<file path="src/design/adsps_pkg.sv">
// Purpose: Shared constants for the converter serial pin shell.
// Assumes: One system clock at 40 MHz samples every pin except the asynchronous reset.
// Notes:   Clock mode encodings are the two-bit values of the mode field.
package adsps_pkg;
  localparam logic [1:0] ADSPS_MODE_FALL0 = 2'h0;
  localparam logic [1:0] ADSPS_MODE_FALL1 = 2'h1;
  localparam logic [1:0] ADSPS_MODE_FALL2 = 2'h2;
  localparam logic [1:0] ADSPS_MODE_RISE  = 2'h3;
  localparam int         ADSPS_WORD_W     = 16;
  localparam int         ADSPS_CNT_W      = 5;
  localparam logic [4:0] ADSPS_CNT_RST    = 5'h00;
  localparam logic [15:0] ADSPS_WORD_RST  = 16'h0000;
  localparam logic [9:0] ADSPS_DAC_RST    = 10'h000;
endpackage

</file>
<file path="src/design/adsps_shell.sv">
// Purpose: Pin-level serial host port of a combined ADC/DAC device.
// Assumes: Serial clock well below the 40 MHz system clock (bench 5 MHz).
// Notes:   Chip select, serial clock, serial data, load strobe and done pass two flip-flops; serial edges are found by sampling.
`timescale 1ns/100ps
`default_nettype none

// What this block does
// - The end-of-conversion output is active low and results are valid only after it falls.
// - In clock modes 00, 01 and 10 each output bit shifts on the serial clock falling edge.
// - In clock mode 11 each output bit shifts on the serial clock rising edge.
// - While chip select is high the serial data output is high impedance.
// - The port acts only while chip select is low for the whole transfer.
// - Serial input is sampled on each serial clock falling edge.
// - While the load strobe is low the DAC output registers follow the input registers.
module adsps_shell
  import adsps_pkg::*;
#(
  parameter int WORD_W = ADSPS_WORD_W
) (
  input  wire logic        MCLK_IN,
  input  wire logic        RSTN_IN,
  input  wire logic        CS_N_IN,
  input  wire logic        SCLK_IN,
  input  wire logic        DIN_IN,
  input  wire logic        OUTPUT_LOAD_STROBE_N_IN,
  input  wire logic [1:0]  CLK_MODE_IN,
  input  wire logic        CONV_DONE_IN,
  input  wire logic [WORD_W-1:0] RESULT_IN,
  input  wire logic [9:0]  DAC_IN_REG_IN,
  output logic             DOUT_OUT,
  output logic             DOUT_OE_N_OUT,
  output logic             EOC_N_OUT,
  output logic [WORD_W-1:0] RX_WORD_OUT,
  output logic             RX_VALID_OUT,
  output logic [9:0]       DAC_OUT_REG_OUT
);

  logic [1:0] cs_s_q, sclk_s_q, din_s_q, ld_s_q, done_s_q;
  logic       sclk_prev_q;
  logic [ADSPS_CNT_W-1:0] cnt_q, cnt_d;
  logic [WORD_W-1:0] rx_q, rx_d, tx_q, tx_d, rxw_q, rxw_d;
  logic       rxv_q, rxv_d, dout_q, dout_d, oen_q, oen_d, eoc_q, eoc_d;
  logic [9:0] dac_q, dac_d;
  logic       cs_act, fall, rise, shift_ev;

  // Two-flop synchronisers; only the second stage is read below.
  always_ff @(posedge MCLK_IN or negedge RSTN_IN) begin
    if (!RSTN_IN) begin
      cs_s_q   <= 2'h3;
      sclk_s_q <= 2'h0;
      din_s_q  <= 2'h0;
      ld_s_q   <= 2'h3;
      done_s_q <= 2'h0;
      sclk_prev_q <= 1'b0;
    end else begin
      cs_s_q   <= {cs_s_q[0], CS_N_IN};
      sclk_s_q <= {sclk_s_q[0], SCLK_IN};
      din_s_q  <= {din_s_q[0], DIN_IN};
      ld_s_q   <= {ld_s_q[0], OUTPUT_LOAD_STROBE_N_IN};
      done_s_q <= {done_s_q[0], CONV_DONE_IN};
      sclk_prev_q <= sclk_s_q[1];
    end
  end

  assign cs_act = !cs_s_q[1];
  assign fall   = sclk_prev_q & !sclk_s_q[1];
  assign rise   = !sclk_prev_q & sclk_s_q[1];
  // Mode 11 shifts on rise, all other modes on fall.
  assign shift_ev = (CLK_MODE_IN == ADSPS_MODE_RISE) ? rise : fall;

  always_comb begin
    cnt_d  = cnt_q;
    rx_d   = rx_q;
    tx_d   = tx_q;
    rxw_d  = rxw_q;
    rxv_d  = 1'b0;
    dout_d = dout_q;
    oen_d  = !cs_act;
    eoc_d  = eoc_q;
    dac_d  = dac_q;
    if (!cs_act) begin
      cnt_d = ADSPS_CNT_RST;
      tx_d  = RESULT_IN;
    end else begin
      if (fall) begin
        rx_d = {rx_q[WORD_W-2:0], din_s_q[1]};
        if (cnt_q == ADSPS_CNT_W'(WORD_W - 1)) begin
          cnt_d = ADSPS_CNT_RST;
          rxw_d = {rx_q[WORD_W-2:0], din_s_q[1]};
          rxv_d = 1'b1;
        end else begin
          cnt_d = cnt_q + 1'b1;
        end
      end
      if (shift_ev) begin
        dout_d = tx_q[WORD_W-1];
        tx_d   = {tx_q[WORD_W-2:0], 1'b0};
      end
    end
    // A new result pulls the flag low; a frame reading it releases it.
    if (done_s_q[1]) begin
      eoc_d = 1'b0;
    end else if (cs_act) begin
      eoc_d = 1'b1;
    end
    // Transparent while the strobe is low; holds the last value otherwise.
    if (!ld_s_q[1]) begin
      dac_d = DAC_IN_REG_IN;
    end
  end

  always_ff @(posedge MCLK_IN or negedge RSTN_IN) begin
    if (!RSTN_IN) begin
      cnt_q  <= ADSPS_CNT_RST;
      rx_q   <= ADSPS_WORD_RST;
      tx_q   <= ADSPS_WORD_RST;
      rxw_q  <= ADSPS_WORD_RST;
      rxv_q  <= 1'b0;
      dout_q <= 1'b0;
      oen_q  <= 1'b1;
      eoc_q  <= 1'b1;
      dac_q  <= ADSPS_DAC_RST;
    end else begin
      cnt_q  <= cnt_d;
      rx_q   <= rx_d;
      tx_q   <= tx_d;
      rxw_q  <= rxw_d;
      rxv_q  <= rxv_d;
      dout_q <= dout_d;
      oen_q  <= oen_d;
      eoc_q  <= eoc_d;
      dac_q  <= dac_d;
    end
  end

  assign DOUT_OUT        = dout_q;
  assign DOUT_OE_N_OUT   = oen_q;
  assign EOC_N_OUT       = eoc_q;
  assign RX_WORD_OUT     = rxw_q;
  assign RX_VALID_OUT    = rxv_q;
  assign DAC_OUT_REG_OUT = dac_q;

endmodule

`default_nettype wire

</file>
<file path="config.mk">
export PLATFORM = sky130hd
export DESIGN_NAME = adsps_shell
export DESIGN_NICKNAME = d
export VERILOG_FILES = /design/src/design/adsps_pkg.sv /design/src/design/adsps_shell.sv
export SDC_FILE = /design/constraint.sdc
export NUM_CORES = 1
export LEC_CHECK = 0
export BUFFER_PORTS_ARGS = -buffer_cell sky130_fd_sc_hd__buf_2
export CAP_MARGIN = 20
export CORE_AREA = 4 4 85 87
export CTS_BUF_LIST = sky130_fd_sc_hd__clkbuf_16
export DETAILED_ROUTE_END_ITERATION = 10
export DIE_AREA = 0 0 89 91
export HOLD_SLACK_MARGIN = 0.15
export PLACE_DENSITY = 0.73
export SYNTH_ARGS = -nofsm -noshare
export SYNTH_HDL_FRONTEND = slang
export SYNTH_SLANG_ARGS = --single-unit
</file>
<file path="constraint.sdc">
create_clock -name MCLK_IN -period 1.5 [get_ports MCLK_IN]
set_input_delay 0.3 -clock MCLK_IN [delete_from_list [all_inputs] [get_ports MCLK_IN]]
set_output_delay 0.3 -clock MCLK_IN [all_outputs]
set_load 0.01 [all_outputs]
</file>
==> impl_metrics.py, run 1 <==
metrics = {
    "status": {
        "status": "finished with violations",
        "violations": "negative setup slack",
    },
    "die": {
        "core_area_um2": 6350,
        "start_util_pct": 47.4,
        "die_area_um2": 8100,
        "die_w_um": 89,
        "dieHeight_um": 91,
        "pin_count": 65,
        "rows": 29,
    },
    "finish": {
        "fillCellCount": 499,
        "num_antenna_cells": 0,
        "drive_gt1_share_pct": 52.8,
        "syn2layout_area_growth_pct": 34.4,
        "nNetsFinal": 336,
        "fin_util_pct": 63.7,
    },
    "pwr": {
        "power_density_nw_per_um2": 1260,
        "power_mw": 5.08,
        "ir_drop_mv": 0.987,
        "leakage_nw": 1.96,
        "switching_share_pct": 23.7,
        "comb_power_share_pct": 9.5,
        "intPower_mw": 3.88,
        "power.share.clock_pct": 43.1,
        "p_sw_mw": 1.20,
        "seqPwrFrac_pct": 47.5,
    },
    "cts": {
        "cts_max_path_buffers": 2,
        "root_buffer": "clkbuf_16",
        "h-tree-depth": 3,
        "tritoncts": "yes",
        "clkSlewWorstSetupHoldPaths_ps": 60,
        "insertion_delay_ps": 330,
        "numCtsBuffers": 9,
        "cts_num_sinks": 77,
    },
    "yosys": {
        "synth_nets": 241,
        "synth_seq_cells": 77,
        "ys_warn_count": 0,
        "synth_cell_types": 26,
        "syn_avg_cell_area_um2": 14.7,
        "syn-cell-area_um2": 3010,
        "syn_inst": 205,
        "synth_seq_area_share_pct": 64.3,
    },
    "global_routing": {
        "track_usage_pct": 15.1,
        "grt_antenna_before_repair": 0,
        "grt_start_max_net_pins": 30,
        "overflow": 0,
        "grt_first_pass_wirelength_um": 9460,
        "grt_pass1_vias": 1998,
    },
    "critical_path": {
        "worstPathArrival_ps": 1830,
        "startpoint_type": "flip-flop",
        "critPathRequiredTime_ps": 1710,
        "cp_max_fo": 9,
        "critPathSlowestCell": "dfrtp_1",
        "critPathCaptureType": "flip-flop",
        "worstSetupPathType": "flip-flop to flip-flop",
        "worstPathCellList": "ha_2 -> nand4b_1 -> nor3_4 -> buf_12 -> mux2_4",
        "crit_buf_inv": 1,
        "worst_path_largest_cell_delay_ps": 350,
        "crit_family": "simple AND/OR/NAND/NOR gates",
    },
    "drt": {
        "first_pass_iters": 4,
        "drtIter0Drc": 60,
        "vias": 1884,
        "drt-wirelength-per-cell_um": 14.8,
        "ant_nets": 0,
        "vias_per_cell": 4.93,
        "drc": 0,
        "routed_wl_um": 5640,
    },
    "placement": {
        "hpwl_um": 3710,
        "dp_slack_ps": -94.6,
        "place.gp.congestion": 0.783,
        "port_buffers": 64,
    },
    "timing": {
        "fin_crit_sh_pct": 108,
        "fmax_ghz": 0.617,
        "slew_headroom_pct": 77.0,
        "rsz0062_at_grt": "yes",
        "finalCriticalPeriod_ps": 1620,
        "skew_ps": 5.44,
        "hold_violations": 0,
        "drv_slew": 0,
        "setup_viol": 16,
        "worstMarginPinSlew_ps": 346,
        "setup_slack_ps": -120,
    },
    "run": {
        "maxCapViolCount": 0,
    },
    "worst_hold_path": {
        "min_path_type": "input pin to flip-flop",
    },
}
registers in the layout, summed over array words and instances (netlist names), 2 cells and up:
| signal | cells |
|---|---|
| DAC_OUT_REG_OUT | 10 |
| RX_WORD_OUT | 16 |
| cnt_q | 5 |
| cs_s_q | 2 |
| din_s_q | 2 |
| done_s_q | 2 |
| ld_s_q | 2 |
| rx_q | 15 |
| sclk_s_q | 2 |
| tx_q | 16 |
timing repair:
action / in CTS / in global routing
resized for setup: 10 / 5
cloned: 1 / 0
setup endpoints to repair: 16 / 34
setup buffers: 5 / 3
hold buffers: 6 / 0
pin swaps: 1 / 3
hold endpoints to repair: 25 / 0
cell families after synthesis:
family	after synthesis	share of synthesized area (%)
AO/OA/AOI/OAI	23	4.70
XOR/XNOR	1	0.291
adder cells (fa/ha/maj)	1	0.416
buffers and inverters	10	2.41
flip-flops	77	64.3
multiplexers	57	21.8
AND/OR/NAND/NOR	36	6.11
area by class of cell:
cell class / instances / area, um2 / share of cell area, %
timing repair buffer: 93 / 634 / 15.7
clock buffer: 9 / 225 / 5.57
multi-input combinational: 118 / 1070 / 26.4
tap: 77 / 96.3 / 2.38
clock inverter: 7 / 81.3 / 2.01
inverter: 1 / 3.75 / 0.0928
sequential: 77 / 1930 / 47.8
cell usage after synthesis:
cell,count,area (um2)
dfrtp_1,71,1780
mux2_2,33,372
nand2_1,19,71.3
o21ai_0,16,80.1
mux2i_1,15,150
mux2_4,9,135
dfstp_2,6,158
a21oi_1,5,25.0
clkbuf_1,5,18.8
nand2b_1,4,25.0
nand3_1,4,20.0
buf_6,2,22.5
nor2_1,2,7.51
nor3_1,2,10.0
a41oi_1,1,8.76
and2b_2,1,8.76
and4b_1,1,10.0
buf_12,1,20.0
buf_4,1,7.51
ha_1,1,12.5
inv_1,1,3.75
nand4b_1,1,8.76
nor2_2,1,6.26
nor3_4,1,16.3
o2bb2ai_4,1,27.5
xor2_1,1,8.76
worst paths after layout:
path                               startpoint              to  slack [ps]  depth (start not counted)
worst max register to register       cnt_q[0]  RX_WORD_OUT[2]        -120                          5
worst max-delay path                 cnt_q[0]  RX_WORD_OUT[2]        -120                          5
max in group asynchronous             RSTN_IN       cs_s_q[0]         540                          3
worst min register to register    sclk_s_q[0]     sclk_s_q[1]         350                          0
min in group asynchronous             RSTN_IN        tx_q[12]         430                          2
worst min-delay path            RESULT_IN[14]        tx_q[14]         180                          3
power by group through the flow:
stage	combinational, mW	clock, mW	sequential (mW)
3_5_place_dp	0.465	0	2.45
6_report	0.481	2.19	2.41
2_1_floorplan	0.253	0	2.43
5_1_grt	0.538	2.36	2.44
4_1_cts	0.486	2.24	2.41
3_3_place_gp	0.451	0	2.44
stage by stage:
| stage | setup TNS (ps) | area (um2) | cells | hold WS [ps] |
|---|---|---|---|---|
| floorplan | -2090 | 3020 | 205 | 4.41 |
| global placement | -1.86 | 3570 | 354 | 232 |
| detailed placement | -1060 | 3570 | 354 | 230 |
| CTS | -1270 | 4040 | 382 | 174 |
| global route | -2590 | 4050 | 382 | 194 |
| finish | -1700 | 4050 | 382 | 180 |
placed cells by master, fill, tap and decap left out, types with 2 or more instances in the layout:
| cell type | netlist | routed |
|---|---|---|
| dfrtp_1 | 71 | 71 |
| buf_2 | 0 | 63 |
| mux2_2 | 33 | 26 |
| nand2_1 | 19 | 19 |
| buf_4 | 1 | 17 |
| o21ai_0 | 16 | 16 |
| mux2_4 | 9 | 16 |
| mux2i_1 | 15 | 15 |
| clkbuf_16 | 0 | 9 |
| dfstp_2 | 6 | 6 |
| dlygate4sd3_1 | 0 | 6 |
| buf_12 | 1 | 6 |
| inv_6 | 0 | 4 |
| nand2b_1 | 4 | 3 |
| a21oi_1 | 5 | 3 |
| nand3_1 | 4 | 2 |
| nor3_1 | 2 | 2 |
| a21oi_2 | 0 | 2 |
| nor2_1 | 2 | 2 |
worst register-to-register path, stage by stage (launching register included):
cell	delay, ps
dfrtp_1	350
ha_2	190
nand4b_1	180
nor3_4	280
buf_12	180
mux2_4	320
layer usage:
metal | up-vias | GRT usage [%] | part of all wire, %
li1 | 914 | - | -
met5 | - | 0 | 0
met3 | 10 | 3.89 | 6.7
met4 | 0 | 7.20 | 1.9
met1 | 907 | 19.9 | 43
met2 | 53 | 23.3 | 48
(Power assumes the default switching activity.)
==> run 2, diff against run 1 <==
SKIP_LAST_GASP = 1   (was not set)
==> run 2 against run 1 <==
Against the previous run:
- the flow still finishes with violations (negative setup slack)
- highest routed layer unchanged
- flip-flop and latch count unchanged
- sequential power about the same
- largest power group unchanged
- first-iteration DRC count decreased by 13%
- critical endpoint is now RX_WORD_OUT[6]
- core utilization increased by 1.5 points
- power increased by 1.9%
==> impl_metrics.py, run 2 (same netlist as run 1, synthesis figures left out) <==
metrics = {
    "die": {
        "die_area_um2": 8100,
        "die_w_um": 89,
        "pin_count": 65,
        "dieHeight_um": 91,
        "rows": 29,
        "core_area_um2": 6350,
        "start_util_pct": 47.4,
    },
    "critical_path": {
        "worstSetupPathType": "flip-flop to flip-flop",
        "cp_max_fo": 8,
        "crit_start": "cnt_q[0]",
        "critPathCaptureType": "flip-flop",
        "startpoint_type": "flip-flop",
        "worstPathArrival_ps": 1860,
        "rrSetupSlack_ps": -150,
        "critPathRequiredTime_ps": 1720,
        "worstReg2RegEnd": "RX_WORD_OUT[6]",
        "reg2regPathDepth": 6,
        "reg2reg_from": "cnt_q[0]",
    },
    "global_routing": {
        "met1_usage_pct": 19.7,
        "overflow": 0,
        "grt_pass1_vias": 2002,
        "track_usage_pct": 15.1,
        "grt_antenna_before_repair": 0,
        "grtUsageMet3_pct": 3.89,
        "grt-busiest-layer": "met2",
        "grt_first_pass_wirelength_um": 9450,
        "grt_start_max_net_pins": 30,
        "use_met2_pct": 23.4,
    },
    "pwr": {
        "ir_drop_mv": 0.999,
        "power.share.clock_pct": 42.4,
        "leakage_nw": 2.02,
        "seqPwrFrac_pct": 46.8,
        "switching_share_pct": 23.9,
        "intPower_mw": 3.94,
        "p_sw_mw": 1.24,
        "comb_power_share_pct": 10.7,
        "power_density_nw_per_um2": 1250,
    },
    "drt": {
        "drtIter0Drc": 52,
        "ant_nets": 0,
        "vias_per_cell": 4.98,
        "routed_wl_um": 6000,
        "vias": 1918,
        "first_pass_iters": 4,
        "drt-wirelength-per-cell_um": 15.6,
        "drc": 0,
    },
    "timing": {
        "drv_slew": 0,
        "fmax_ghz": 0.608,
        "skew_ps": 7.33,
        "setup_viol": 16,
        "slew_headroom_pct": 77.0,
        "worstMarginPinSlew_ps": 345,
        "hold_violations": 0,
        "finalCriticalPeriod_ps": 1650,
        "fin_crit_sh_pct": 110,
        "rsz0062_at_grt": "yes",
        "setup_slack_ps": -145,
    },
    "placement": {
        "hpwl_um": 3710,
        "place.gp.congestion": 0.783,
        "port_buffers": 64,
        "dp_slack_ps": -94.6,
        "dp_cells": 354,
    },
    "finish": {
        "num_antenna_cells": 0,
        "nNetsFinal": 339,
        "drive_gt1_share_pct": 53.2,
        "final_common_cell": "dfrtp_1",
        "final_cells": 385,
        "syn2layout_area_growth_pct": 37.5,
        "layout_common_cells": "dfrtp_1, buf_2, mux2_4",
    },
    "run": {
        "maxCapViolCount": 0,
    },
    "worst_hold_path": {
        "min_to": "tx_q[14]",
        "hp-start": "RESULT_IN[14]",
        "hold_depth": 3,
        "min_path_type": "input pin to flip-flop",
    },
    "cts": {
        "tritoncts": "yes",
        "cts_num_sinks": 77,
        "root_buffer": "clkbuf_16",
        "cts_max_path_buffers": 2,
        "insertion_delay_ps": 330,
        "numCtsBuffers": 9,
        "clkSlewWorstSetupHoldPaths_ps": 60,
        "h-tree-depth": 3,
    },
    "status": {
        "status": "finished with violations",
        "violations": "negative setup slack",
    },
}
run 2: cell count changes in the layout (fill, tap and decap cells not counted):
cell / before / now
buf_16: 0 / 1
buf_6: 1 / 2
mux2_2: 26 / 18
clkbuf_16: 9 / 10
mux2_4: 16 / 24
run 2: power groups by stage:
stage	Clock (mW)	Sequential [mW]	Combinational, mW
floorplan	0	2.43	0.253
global placement	0	2.44	0.451
detailed placement	0	2.45	0.465
CTS	2.24	2.41	0.483
global route	2.37	2.45	0.612
finish	2.20	2.42	0.555
run 2: cell type report:
class,count,area (um2)
Clock inverter,7,81.3
Fill cell,484,2210
Inverter,1,3.75
Sequential cell,77,1930
Multi-Input combinational cell,118,1100
Tap cell,77,96.3
Clock buffer,9,225
Timing Repair Buffer,96,698
run 2: metal layers:
layer,part of all wire (%),wire length (um)
met1,43,2600
met3,6.4,386
met4,1.8,108
met5,0,0
met2,48,2910
run 2: repair_timing:
item                       4_1_cts  5_1_grt
pin swaps                        0        2
buffers inserted                 5        4
resized for setup                2       23
hold buffers                     6        0
hold endpoints to repair        25        0
cloned                           1        1
setup endpoints to repair       16       34
run 2: how the worst max path moves through the flow:
stage | endpoint | slack [ps]
after floorplan | RX_WORD_OUT[10] | -180
after global placement | RX_WORD_OUT[5] | -1
after detailed placement | RX_WORD_OUT[2] | -90
after CTS | RX_WORD_OUT[13] | -130
after global routing | RX_WORD_OUT[6] | -190
final | RX_WORD_OUT[6] | -150
run 2: critical path, stage by stage (launching register included):
cell and delay (ps):
dfrtp_1 360, ha_2 190, nand4b_1 170, nor3_4 230, buf_6 150, buf_16 130, mux2_4 300
run 2: per-stage QoR:
stage | setup TNS (ps) | hold slack (ps) | util [%] | total power, mW | area (um2)
after global placement | -1.86 | 232 | 56.2 | 2.89 | 3570
after detailed placement | -1060 | 230 | 56.2 | 2.91 | 3570
after CTS | -1400 | 174 | 63.1 | 5.13 | 4010
after floorplan | -2090 | 4.41 | - | 2.68 | 3020
after global routing | -2510 | 194 | 65.2 | 5.43 | 4140
final | -1570 | 180 | 65.2 | 5.18 | 4140
==> run 3, diff against run 2 <==
RECOVER_POWER = 100   (was not set)
==> run 3 against run 2 <==
Against the previous run:
- the run still ends with negative setup slack left
- register-to-register slack about the same
- global-route usage unchanged
- cell count unchanged
- sequential share of layout area increased by 0.88 points
- worst setup slack got worse by 0.79 ps
- via count increased by 0.21%
- non-clock buffer count unchanged
- die area unchanged
- worst hold slack about the same
- critical path type unchanged
- critical endpoint unchanged
- largest cell class unchanged
- largest power group unchanged
==> impl_metrics.py, run 3 (same netlist as run 1, synthesis figures left out) <==
metrics = {
    "status": {
        "status": "finished with violations",
        "violations": "negative setup slack",
    },
    "timing": {
        "rsz0062_at_grt": "yes",
        "setup_viol": 31,
        "drv_slew": 0,
        "slew_headroom_pct": 60.3,
        "hold_ws_ps": 181,
        "worstMarginPinSlew_ps": 596,
        "setup_tns_ps": -1930,
        "hold_violations": 0,
        "setup_slack_ps": -146,
        "fin_crit_sh_pct": 110,
        "fmax_ghz": 0.608,
        "skew_ps": 7.51,
        "finalCriticalPeriod_ps": 1650,
    },
    "finish": {
        "num_antenna_cells": 0,
        "syn2layout_area_growth_pct": 35.0,
        "final_common_cell": "dfrtp_1",
        "drive_gt1_share_pct": 42.5,
        "layout_common_cells": "dfrtp_1, buf_2, clkbuf_1",
        "fin_util_pct": 64.0,
        "nNetsFinal": 339,
    },
    "drt": {
        "first_pass_iters": 4,
        "drtIter0Drc": 52,
        "vias": 1922,
        "drt-wirelength-per-cell_um": 15.6,
        "ant_nets": 0,
        "routed_wl_um": 6010,
        "vias_per_cell": 4.99,
        "drc": 0,
    },
    "critical_path": {
        "critPathCaptureType": "flip-flop",
        "reg2reg_from": "cnt_q[0]",
        "startpoint_type": "flip-flop",
        "worstSetupPathType": "flip-flop to flip-flop",
        "critPathRequiredTime_ps": 1720,
        "cp_max_fo": 8,
        "crit_start": "cnt_q[0]",
        "worstPathArrival_ps": 1860,
    },
    "pwr": {
        "comb_power_share_pct": 10.3,
        "leakage_nw": 1.89,
        "intPower_mw": 3.92,
        "switching_share_pct": 23.9,
        "p_sw_mw": 1.23,
        "seqPwrFrac_pct": 47.1,
        "power_density_nw_per_um2": 1270,
        "ir_drop_mv": 0.994,
        "power_mw": 5.15,
        "power.share.clock_pct": 42.6,
    },
    "placement": {
        "port_buffers": 64,
        "place.gp.congestion": 0.783,
        "hpwl_um": 3710,
        "dp_slack_ps": -94.6,
    },
    "global_routing": {
        "grt_start_max_net_pins": 30,
        "grt_pass1_vias": 2002,
        "track_usage_pct": 15.1,
        "grt_antenna_before_repair": 0,
        "grt_first_pass_wirelength_um": 9450,
        "overflow": 0,
    },
    "run": {
        "maxCapViolCount": 0,
    },
    "cts": {
        "clkSlewWorstSetupHoldPaths_ps": 60,
        "h-tree-depth": 3,
        "tritoncts": "yes",
        "numCtsBuffers": 9,
        "insertion_delay_ps": 330,
        "cts_num_sinks": 77,
        "cts_max_path_buffers": 2,
        "root_buffer": "clkbuf_16",
    },
    "die": {
        "die_area_um2": 8100,
        "start_util_pct": 47.4,
        "die_w_um": 89,
        "pin_count": 65,
        "core_area_um2": 6350,
        "rows": 29,
        "dieHeight_um": 91,
    },
    "worst_hold_path": {
        "min_path_type": "input pin to flip-flop",
        "hp-start": "RESULT_IN[14]",
    },
}
-- run 3: path summary, 6_finish.rpt --
path                                        to  slack [ps]  depth (start not counted)
worst max-delay path            RX_WORD_OUT[6]        -150                          6
worst min-delay path                  tx_q[14]         180                          3
worst max register to register  RX_WORD_OUT[6]        -150                          6
worst min register to register     sclk_s_q[1]         350                          0
max in group asynchronous            cs_s_q[0]          90                          3
min in group asynchronous             tx_q[12]         510                          2
-- run 3: layout make-up --
cell class / count / area [um2]
fill: 498 / 2290
sequential: 77 / 1930
multi-input combinational: 118 / 1090
timing repair buffer: 96 / 631
clock buffer: 9 / 225
tap: 77 / 96.3
clock inverter: 7 / 81.3
inverter: 1 / 3.75
-- run 3: per-layer routing --
metal / wire (um) / share of wire, % / up-vias / GRT usage (%)
met1: 2580 / 43 / 930 / 19.7
met2: 2910 / 48 / 57 / 23.4
met4: 107 / 1.8 / 0 / 7.20
li1: - / - / 924 / -
met5: 0 / 0 / - / 0
met3: 407 / 6.8 / 11 / 3.89
-- run 3: through the flow --
stage / cell area [um2] / std cells
final: 4060 / 385
after global routing: 4060 / 385
after CTS: 4010 / 382
after detailed placement: 3570 / 354
after global placement: 3570 / 354
after floorplan: 3020 / 205
-- run 3: power by group through the flow --
stage | Clock [mW] | Combinational (mW) | Sequential, mW
detailed placement | 0 | 0.465 | 2.45
global placement | 0 | 0.451 | 2.44
floorplan | 0 | 0.253 | 2.43
CTS | 2.24 | 0.483 | 2.41
finish | 2.19 | 0.531 | 2.42
global route | 2.37 | 0.589 | 2.45
-- run 3: what timing repair did --
item	in CTS	in global routing
pin swaps	0	2
setup endpoints to repair	16	34
hold buffers	6	0
resized for setup	2	23
hold endpoints to repair	25	0
buffers inserted	5	4
cloned	1	1
-- run 3: worst max-delay path, cell delays in order, from the launching register on --
cell and delay, ps:
dfrtp_1 360, ha_2 190, nand4b_1 170, nor3_4 230, buf_6 150, buf_16 130, mux2_4 300
